### config.mk
export PLATFORM = sky130hd
export DESIGN_NAME = nvmca_ctrl
export DESIGN_NICKNAME = d
export VERILOG_FILES = /design/src/shared/nvmca_pkg.sv /design/src/hdl/nvmca_ctrl.sv
export SDC_FILE = /design/constraint.sdc
export NUM_CORES = 1
export LEC_CHECK = 0
export ABC_AREA = 1
export BUFFER_PORTS_ARGS = -buffer_cell sky130_fd_sc_hd__buf_2
export CAP_MARGIN = 30
export CORE_MARGIN = 2
export CORE_UTILIZATION = 45
export CTS_CLUSTER_DIAMETER = 50
export DETAILED_ROUTE_END_ITERATION = 7
export PLACE_DENSITY_LB_ADDON = 0.08
export SLEW_MARGIN = 20
export SYNTH_ARGS = -nofsm -noshare
export SYNTH_HDL_FRONTEND = slang
export SYNTH_SLANG_ARGS = --single-unit
export TNS_END_PERCENT = 5
### constraint.sdc
create_clock -name ref_clk -period 1.85 [get_ports ref_clk]
set_input_delay 0 -clock ref_clk [delete_from_list [all_inputs] [get_ports ref_clk]]
set_output_delay 0 -clock ref_clk [all_outputs]
set_load 0.005 [all_outputs]
### src/shared/nvmca_pkg.sv
// Overview of operation
// - forty one-time-programmable configuration bits held
// - stored configuration loaded as power-up default
// - channel thresholds, off-times, enables in bits 31:0
// - failsafe, recovery, overcurrent, lock in 39:32
// - data register shows 10-bit slice by address
// - data register valid after host refresh, zero at reset
// - operation codes 0 and 3 do nothing
// - code 1 refreshes all forty bits
// - code 2 programs mapped fields plus lock bit
// - programming allowed only while lock unprogrammed
// - lock bit programmed in the same pass
// - active status high while any operation runs
// - trim register read-only, odd parity, zero reset
// - revision register ten bits, bit 9 zero
// - undetermined reset bits set by trim or diagnostics
// - boost undervoltage during programming sets sticky fail
// - high and low bias bits alter host refresh reads
package nvmca_pkg;
  // ----------------------------------------
  // sizes and register offsets
  // ----------------------------------------
  localparam int NVM_BITS = 40;
  localparam int REG_W = 10;
  localparam logic [4:0] ADDR_TRIM = 5'h1d;
  localparam logic [4:0] ADDR_DATA = 5'h1e;
  localparam logic [4:0] ADDR_REV = 5'h1f;
  localparam logic [9:0] DATA_RESET = 10'h000;
  localparam logic [9:0] TRIM_RESET = 10'h000;
  // ----------------------------------------
  // store bit positions
  // ----------------------------------------
  localparam int POS_CH1_VTH = 0;
  localparam int POS_CH1_ISNS = 8;
  localparam int POS_CH2_VTH = 10;
  localparam int POS_CH2_ISNS = 18;
  localparam int POS_CH1_TOFF = 20;
  localparam int POS_CH2_TOFF = 25;
  localparam int POS_CH1_EN = 30;
  localparam int POS_CH2_EN = 31;
  localparam int POS_FSO = 32;
  localparam int POS_CH1_TAR = 35;
  localparam int POS_CH2_TAR = 36;
  localparam int POS_OCC = 37;
  localparam int POS_LOCK = 39;
  localparam int TRIM_PARITY_BIT = 8;
  // ----------------------------------------
  // revision field: fixed bits 9:5, mask and metal codes arbitrary
  // ----------------------------------------
  localparam logic [4:0] REV_FIXED_HI = 5'h08;
  localparam logic [1:0] REV_FULL_MASK = 2'h0;
  localparam logic [1:0] REV_METAL = 2'h0;
  // ----------------------------------------
  // timing
  // ----------------------------------------
  localparam int CLK_PERIOD_PS = 5000;
  localparam int REFRESH_TIME_NS = 500;
  localparam int PROG_TIME_NS = 100000;
  localparam int REFRESH_CYCLES = (REFRESH_TIME_NS * 1000 + CLK_PERIOD_PS - 1) / CLK_PERIOD_PS;
  localparam int PROG_CYCLES = (PROG_TIME_NS * 1000 + CLK_PERIOD_PS - 1) / CLK_PERIOD_PS;
  // ----------------------------------------
  // operation codes and states
  // ----------------------------------------
  typedef enum logic [1:0] {
    NVMCA_OP_NOP = 2'h0,
    NVMCA_OP_REFRESH = 2'h1,
    NVMCA_OP_PROGRAM = 2'h2,
    NVMCA_OP_NOP3 = 2'h3
  } nvmca_op_e;
  typedef enum logic [1:0] {
    NVMCA_IDLE = 2'h0,
    NVMCA_REFRESH = 2'h1,
    NVMCA_PROGRAM = 2'h2
  } nvmca_state_e;
  // mapped configuration fields, 39 bits
  typedef struct packed {
    logic [1:0] overcurrent_comparator_level;
    logic ch2_thermal_auto_recover;
    logic ch1_thermal_auto_recover;
    logic [2:0] failsafe_mode_select;
    logic ch2_enable;
    logic ch1_enable;
    logic [4:0] ch2_off_time;
    logic [4:0] ch1_off_time;
    logic [1:0] ch2_current_sense_threshold;
    logic [7:0] ch2_voltage_threshold;
    logic [1:0] ch1_current_sense_threshold;
    logic [7:0] ch1_voltage_threshold;
  } nvmca_cfg_s;
endpackage

### src/hdl/nvmca_ctrl.sv
`timescale 1ns/10ps
module nvmca_ctrl
  import nvmca_pkg::*;
#(
  parameter int PROG_CYC = PROG_CYCLES
) (
  input wire logic ref_clk,
  input wire logic resetn,
  input wire logic ce,
  // register read port
  input wire logic reg_rd,
  input wire logic [4:0] reg_addr,
  output logic [9:0] reg_rdata,
  output logic reg_rvalid,
  // operation controls
  input wire logic op_wr,
  input wire logic [1:0] op_code,
  input wire logic [1:0] slice_addr,
  input wire logic bias_high,
  input wire logic bias_low,
  input wire nvmca_cfg_s cfg_fields,
  input wire logic status_rd,
  output logic otp_active,
  output logic prog_fail,
  output nvmca_cfg_s cfg_default,
  output logic cfg_default_valid,
  // factory trim and supply monitor
  input wire logic trim_load,
  input wire logic [3:0] spare_trim_nibble,
  input wire logic boost_uv,
  // fuse macro side
  output logic fuse_read,
  output logic fuse_prog,
  output logic fuse_bias_high,
  output logic fuse_bias_low,
  output logic [39:0] fuse_wdata,
  input wire logic [39:0] fuse_rdata
);
  // ----------------------------------------
  // helpers
  // ----------------------------------------
  // pick a 10-bit slice of the store image
  function automatic logic [9:0] slice_of(input logic [39:0] img, input logic [1:0] a);
    logic [9:0] s;
    s = '0;
    case (a)
      2'h0: s = img[9:0];
      2'h1: s = img[19:10];
      2'h2: s = img[29:20];
      default: s = img[39:30];
    endcase
    return s;
  endfunction

  // ----------------------------------------
  // state
  // ----------------------------------------
  nvmca_state_e state_q; // operation state
  logic [15:0] cnt_q; // remaining cycles of operation
  logic host_op_q; // refresh started by host, not power-up
  logic boot_q; // power-up refresh still pending
  logic lock_q; // lock bit seen in the store or set by a finished program
  logic [39:0] image_q; // store image from last refresh
  logic [9:0] data_q; // readback slice register
  logic [9:0] trim_q; // trim register
  logic fail_q; // sticky programming failure
  logic [9:0] rdata_q; // read data flop
  logic rvalid_q; // read valid flop
  // decoded strobes of this cycle
  logic start_ref; // accepted refresh request
  logic start_prog; // accepted program request
  logic finish; // last cycle of current operation

  // accepted only when idle; busy writes dropped
  assign start_ref = ce && state_q == NVMCA_IDLE && (boot_q || (op_wr && op_code == NVMCA_OP_REFRESH));
  // program blocked once lock has been seen
  assign start_prog = ce && state_q == NVMCA_IDLE && !boot_q && op_wr && op_code == NVMCA_OP_PROGRAM
    && !lock_q;
  // last countdown cycle, only on an enabled edge
  assign finish = ce && state_q != NVMCA_IDLE && cnt_q == 16'h0001;

  // ----------------------------------------
  // operation sequencer
  // ----------------------------------------
  // codes 0 and 3 fall through and leave the store alone
  always_ff @(posedge ref_clk or negedge resetn) begin
    if (!resetn) begin
      state_q <= NVMCA_IDLE;
      cnt_q <= 16'h0000;
    end else if (ce) begin
      case (state_q)
        NVMCA_IDLE: begin
          if (start_ref) begin
            state_q <= NVMCA_REFRESH;
            cnt_q <= 16'(REFRESH_CYCLES);
          end else if (start_prog) begin
            state_q <= NVMCA_PROGRAM;
            cnt_q <= 16'(PROG_CYC);
          end
        end
        NVMCA_REFRESH, NVMCA_PROGRAM: begin
          // count down, back to idle at end
          if (cnt_q == 16'h0001) begin
            state_q <= NVMCA_IDLE;
          end
          cnt_q <= cnt_q - 16'h0001;
        end
        default: begin
          state_q <= NVMCA_IDLE;
          cnt_q <= 16'h0000;
        end
      endcase
    end
  end

  // active while any operation runs
  assign otp_active = state_q != NVMCA_IDLE;

  // ----------------------------------------
  // power-up refresh and origin flag
  // ----------------------------------------
  // one automatic refresh after reset loads the defaults
  always_ff @(posedge ref_clk or negedge resetn) begin
    if (!resetn) begin
      boot_q <= 1'b1;
      host_op_q <= 1'b0;
    end else if (ce) begin
      if (start_ref) begin
        boot_q <= 1'b0;
        host_op_q <= !boot_q;
      end
    end
  end

  // ----------------------------------------
  // fuse macro drive
  // ----------------------------------------
  // program word is the mapped fields with lock forced on
  always_ff @(posedge ref_clk or negedge resetn) begin
    if (!resetn) begin
      fuse_read <= 1'b0;
      fuse_prog <= 1'b0;
      fuse_bias_high <= 1'b0;
      fuse_bias_low <= 1'b0;
      fuse_wdata <= '0;
    end else if (ce) begin
      if (start_ref) begin
        fuse_read <= 1'b1;
        fuse_bias_high <= bias_high && !boot_q;
        fuse_bias_low <= bias_low && !boot_q;
      end else if (start_prog) begin
        fuse_prog <= 1'b1;
        fuse_wdata <= {1'b1, cfg_fields};
      end else if (finish) begin
        fuse_read <= 1'b0;
        fuse_prog <= 1'b0;
        fuse_bias_high <= 1'b0;
        fuse_bias_low <= 1'b0;
      end
    end
  end

  // ----------------------------------------
  // store image, lock and defaults
  // ----------------------------------------
  // image captured at end of each refresh; lock also set by programming
  always_ff @(posedge ref_clk or negedge resetn) begin
    if (!resetn) begin
      image_q <= '0;
      lock_q <= 1'b0;
      cfg_default_valid <= 1'b0;
    end else if (ce) begin
      if (finish && state_q == NVMCA_REFRESH) begin
        image_q <= fuse_rdata;
        lock_q <= lock_q || fuse_rdata[POS_LOCK];
        cfg_default_valid <= 1'b1;
      end else if (finish && state_q == NVMCA_PROGRAM) begin
        lock_q <= 1'b1;
      end
    end
  end

  // stored fields drive the chip defaults
  assign cfg_default = nvmca_cfg_s'(image_q[POS_LOCK-1:0]);

  // ----------------------------------------
  // readback slice register
  // ----------------------------------------
  // updates only at the end of a host refresh
  always_ff @(posedge ref_clk or negedge resetn) begin
    if (!resetn) begin
      data_q <= DATA_RESET;
    end else if (ce) begin
      if (finish && state_q == NVMCA_REFRESH && host_op_q) begin
        data_q <= slice_of(fuse_rdata, slice_addr);
      end
    end
  end

  // ----------------------------------------
  // programming failure flag
  // ----------------------------------------
  // set wins over the clearing read
  always_ff @(posedge ref_clk or negedge resetn) begin
    if (!resetn) begin
      fail_q <= 1'b0;
    end else if (ce) begin
      if (state_q == NVMCA_PROGRAM && boost_uv) begin
        fail_q <= 1'b1;
      end else if (status_rd) begin
        fail_q <= 1'b0;
      end
    end
  end
  // flag drives the status output directly
  assign prog_fail = fail_q;

  // ----------------------------------------
  // trim register
  // ----------------------------------------
  // factory nibble loaded later; parity odd over nibble
  always_ff @(posedge ref_clk or negedge resetn) begin
    if (!resetn) begin
      trim_q <= TRIM_RESET;
    end else if (ce) begin
      if (trim_load) begin
        trim_q <= {1'b0, ~^spare_trim_nibble, 4'h0, spare_trim_nibble};
      end
    end
  end

  // ----------------------------------------
  // register read port
  // ----------------------------------------
  // one-cycle read latency, unmapped reads zero
  always_ff @(posedge ref_clk or negedge resetn) begin
    if (!resetn) begin
      rdata_q <= '0;
      rvalid_q <= 1'b0;
    end else if (ce) begin
      rvalid_q <= reg_rd;
      if (reg_rd) begin
        case (reg_addr)
          ADDR_TRIM: rdata_q <= trim_q;
          ADDR_DATA: rdata_q <= data_q;
          ADDR_REV: rdata_q <= {1'b0, REV_FIXED_HI[3:0], REV_FULL_MASK, 1'b0, REV_METAL};
          default: rdata_q <= '0;
        endcase
      end
    end
  end
  // read port outputs straight from their flops
  assign reg_rdata = rdata_q;
  assign reg_rvalid = rvalid_q;
endmodule

==> key figures <==
Global routing
  – Total global-route track usage: 25.43%
  – First-pass GRT wire length: 28730 um
  – Maximum number of pins on one net before global-route repair: 58
  – Number of antenna violations at the first check in global routing: 0
  – Number of global-route vias before repair: 5846
  – Global route overflow: 0

Timing
  – Final worst path period share: 92.96%
  – Highest Clock Rate: 581.5 MHz
  – Number of slew-limit violations in the final report: 0
  – Relative max-transition margin: 56.20%
  – Final-report setup violation count: 0
  – Least-Margin Pin Slew: 654.6 ps
  – Final setup skew: 7.688 ps
  – Endpoints failing hold: 0
  – Time the worst path needs with I/O delays and setup: 1720 ps
  – Setup total negative slack: 0 ps
  – RSZ-0062 raised after global routing: true

Routing
  – Drt pass-1 iters: 5
  – Post-detailed-route count of antenna-violating nets: 0
  – Total number of vias: 5865
  – Avg WL per Cell: 15.07 um
  – Via density: 5.039
  – DRC viols: 0
  – Total wire length: 17540 um
  – Number of design-rule violations left by the first detailed-router iteration: 419

Place
  – Number of I/O port buffers: 198
  – Placed Instance Area: 0.007216 mm2
  – Number of placed cells counting well taps: 1036
  – Final GP Congestion: 0.8983
  – Half-perimeter wire length after placement: 11480 um

Synthesis
  – Simple-gate share of the synthesized area: 24.89%
  – Xor and xnor fraction of the mapped netlist area: 1.031%
  – Yosys warning total: 0
  – Cell types with the largest area share after synthesis: sky130_fd_sc_hd__dfrtp_1 (55%), sky130_fd_sc_hd__nand2_1 (15%), sky130_fd_sc_hd__mux2_2 (7.4%)
  – Part of the Yosys area used for sequential elements: 55.56%
  – Netlist area before placement: 0.005947 mm2
  – Combinational family with the most area after synthesis: simple AND/OR/NAND/NOR gates
  – Synth cell types: 29
  – Mux contribution to synthesized area: 7.553%
  – Compound-Gate Fraction of Synth Area: 5.113%
  – Adder and majority gate portion of the synthesized area: 1.262%
  – Top cell type's share of synthesized area: 55.12%
  – Count of state elements after synthesis: 132
  – Cell count after synthesis: 671
  – Average size of a mapped cell: 8.863 um2
  – Number of nets produced by synthesis: 779
  – Most area-hungry cell type in the Yosys netlist: sky130_fd_sc_hd__dfrtp_1

Flow run
  – Max cap viols: 0

CTS
  – Clock tree from TritonCTS: built
  – CTS sink cnt: 132
  – CTS clk-pin slew, worst paths: 60 ps
  – Deepest clock path buffer count: 2
  – Insertion delay of the later-clocked pin in the worst-skew pair: 420 ps
  – Root Driver: sky130_fd_sc_hd__clkbuf_16
  – H-tree levels: 4
  – Total clock buffers created by CTS: 17

Worst setup path
  – Worst path required time: 2180 ps
  – Critical path peak fanout: 7
  – Class of the most critical setup path: input pin to flop
  – Nature of the critical path endpoint: flop
  – Startpoint types: input pin
  – Slack of the worst reg-to-reg path: 140 ps
  – Arrival time at the worst endpoint: 2050 ps

Finish
  – Layout Area Growth over Synthesis: 47.74%
  – Number of nets in the layout: 1083
  – Most frequent cells in the layout: sky130_fd_sc_hd__nand2_1 (236), sky130_fd_sc_hd__buf_2 (197), sky130_fd_sc_hd__dfrtp_1 (131), sky130_fd_sc_hd__dlygate4sd3_1 (94), sky130_fd_sc_hd__nand3_1 (73)
  – Proportion of layout cells with a drive suffix above 1: 29.96%
  – Antenna cells: 0
  – Final Cell Area: 0.008786 mm2
  – Cell Count, Final, Fillers Out: 1164
  – Layout filler cell count: 1027
  – Most frequent standard cell in the layout excluding fill and tap cells: sky130_fd_sc_hd__nand2_1

Floorplan
  – Width of the die: 119.0 um
  – Height of the die: 119.0 um
  – Top-Level Pins: 199
  – Num rows: 42
  – Starting Density: 45.45%
  – Core area: 0.01309 mm2
  – Die area: 0.01415 mm2

Power
  – Leak: 4.715 nW
  – Largest vdd supply drop: 0.9281 mV
  – Power density of the placed cells: 1241 mW/mm2

Hold path
  – HP Class: input pin to flop

Outcome
  – Outcome: completed
==> final timing paths <==
| check | startpoint | cells past startpoint | endpoint |
|---|---|---|---|
| worst min-delay path | reg_addr[1] | 7 | reg_rdata[8]$_DFFE_PN0P_ |
| min in group asynchronous | resetn | 2 | reg_rdata[8]$_DFFE_PN0P_ |
| worst min register to register | image_q[21]$_DFFE_PN0P_ | 2 | image_q[21]$_DFFE_PN0P_ |
| max in group asynchronous | resetn | 3 | image_q[5]$_DFFE_PN0P_ |
| worst max-delay path | op_code[0] | 11 | cnt_q[5]$_DFFE_PN0P_ |
| worst max register to register | state_q[0]$_DFFE_PN0P_ | 10 | cnt_q[5]$_DFFE_PN0P_ |
==> critical path: stages <==
cell	delay [ps]
sky130_fd_sc_hd__dlygate4sd3_1	530
sky130_fd_sc_hd__buf_2	110
sky130_fd_sc_hd__nand2_1	40
sky130_fd_sc_hd__dlygate4sd3_1	540
sky130_fd_sc_hd__nand2_1	90
sky130_fd_sc_hd__nand3_1	120
sky130_fd_sc_hd__nand3_2	130
sky130_fd_sc_hd__nand2_4	100
sky130_fd_sc_hd__nor2_4	230
sky130_fd_sc_hd__nand2_1	70
sky130_fd_sc_hd__o21ai_0	90
==> timing repair <==
item | in CTS | in global routing
resized for setup | 0 | 10
hold buffers | 94 | 0
buffers inserted | 0 | 2
hold endpoints to repair | 157 | 0
setup endpoints to repair | 0 | 105
==> logic make-up after synthesis <==
family	Yosys count
mux	40
fa+ha+maj	6
simple gates	360
buf+inv	67
xor+xnor	7
compound gates	59
flops	132
==> power by group <==
part | internal [W] | switching [W] | total, W
Clock | 0.00202 | 0.00129 | 0.00331
Combinational | 0.00163 | 0.00194 | 0.00357
Sequential | 0.00358 | 0.000438 | 0.00402
Total | 0.00722 | 0.00368 | 0.0109
==> per-layer routing <==
layer  vias up  GRT usage (%)  wire length, um
li1       2789              -                -
met1      2775          31.78             7204
met2       259          41.99             8679
met3        42          6.034             1157
met4         0          11.46              498
met5         -              0                0
==> state kept, by name, summed over array words and instances (netlist names) <==
signal	cells
trim_q	5
host_op_q	1
boot_q	1
prog_fail	1
cnt_q	16
image_q	39
lock_q	1
fuse_wdata	40
reg_rvalid	1
reg_rdata	10
fuse_prog	1
data_q	10
cfg_default_valid	1
fuse_read	1
fuse_bias_low	1
state_q	2
fuse_bias_high	1
==> synth_stat cells <==
cell / count
sky130_fd_sc_hd__nor2_1: 36
sky130_fd_sc_hd__o21bai_1: 1
sky130_fd_sc_hd__buf_4: 1
sky130_fd_sc_hd__nand3_1: 74
sky130_fd_sc_hd__dfstp_2: 1
sky130_fd_sc_hd__nor2_2: 2
sky130_fd_sc_hd__clkbuf_1: 8
sky130_fd_sc_hd__nand2_1: 236
sky130_fd_sc_hd__o21ai_0: 30
sky130_fd_sc_hd__buf_1: 1
sky130_fd_sc_hd__a31oi_1: 1
sky130_fd_sc_hd__dfrtp_1: 131
sky130_fd_sc_hd__nand2_2: 2
sky130_fd_sc_hd__nand4_1: 5
sky130_fd_sc_hd__mux2i_1: 1
sky130_fd_sc_hd__mux2_2: 39
sky130_fd_sc_hd__xnor2_1: 3
sky130_fd_sc_hd__inv_2: 1
sky130_fd_sc_hd__xor2_1: 4
sky130_fd_sc_hd__a21oi_1: 16
sky130_fd_sc_hd__o21ai_1: 10
sky130_fd_sc_hd__clkinv_1: 2
sky130_fd_sc_hd__nor3_1: 3
sky130_fd_sc_hd__nor3b_1: 1
sky130_fd_sc_hd__inv_1: 40
sky130_fd_sc_hd__a32o_1: 1
sky130_fd_sc_hd__ha_1: 6
sky130_fd_sc_hd__nand3_2: 1
sky130_fd_sc_hd__buf_2: 14
==> metrics by stage <==
stage / hold WS (ps) / util, % / power [W] / setup WS [ps]
3_5_place_dp: 13.15 / 55.14 / 0.007238 / 30.95
3_3_place_gp: 3.389 / 55.14 / 0.007110 / 142.1
6_report: 43.38 / 67.14 / 0.01090 / 130.2
4_1_cts: 36.85 / 66.74 / 0.01074 / 12.33
5_1_grt: 103.3 / 67.14 / 0.01157 / -43.88
2_1_floorplan: -295.6 / - / 0.005889 / 219.2
==> layout make-up <==
cell class              instances  area (um2)  area share, %
clock buffers                  20       446.7          5.084
clock inverters                12       130.1          1.481
inverters                      43       163.9          1.866
multi-input cells             472        2405          27.37
flip-flops and latches        132        3304          37.61
well taps                     176       220.2          2.506
repair buffers                309        2116          24.08
(Power assumes the default switching activity.)
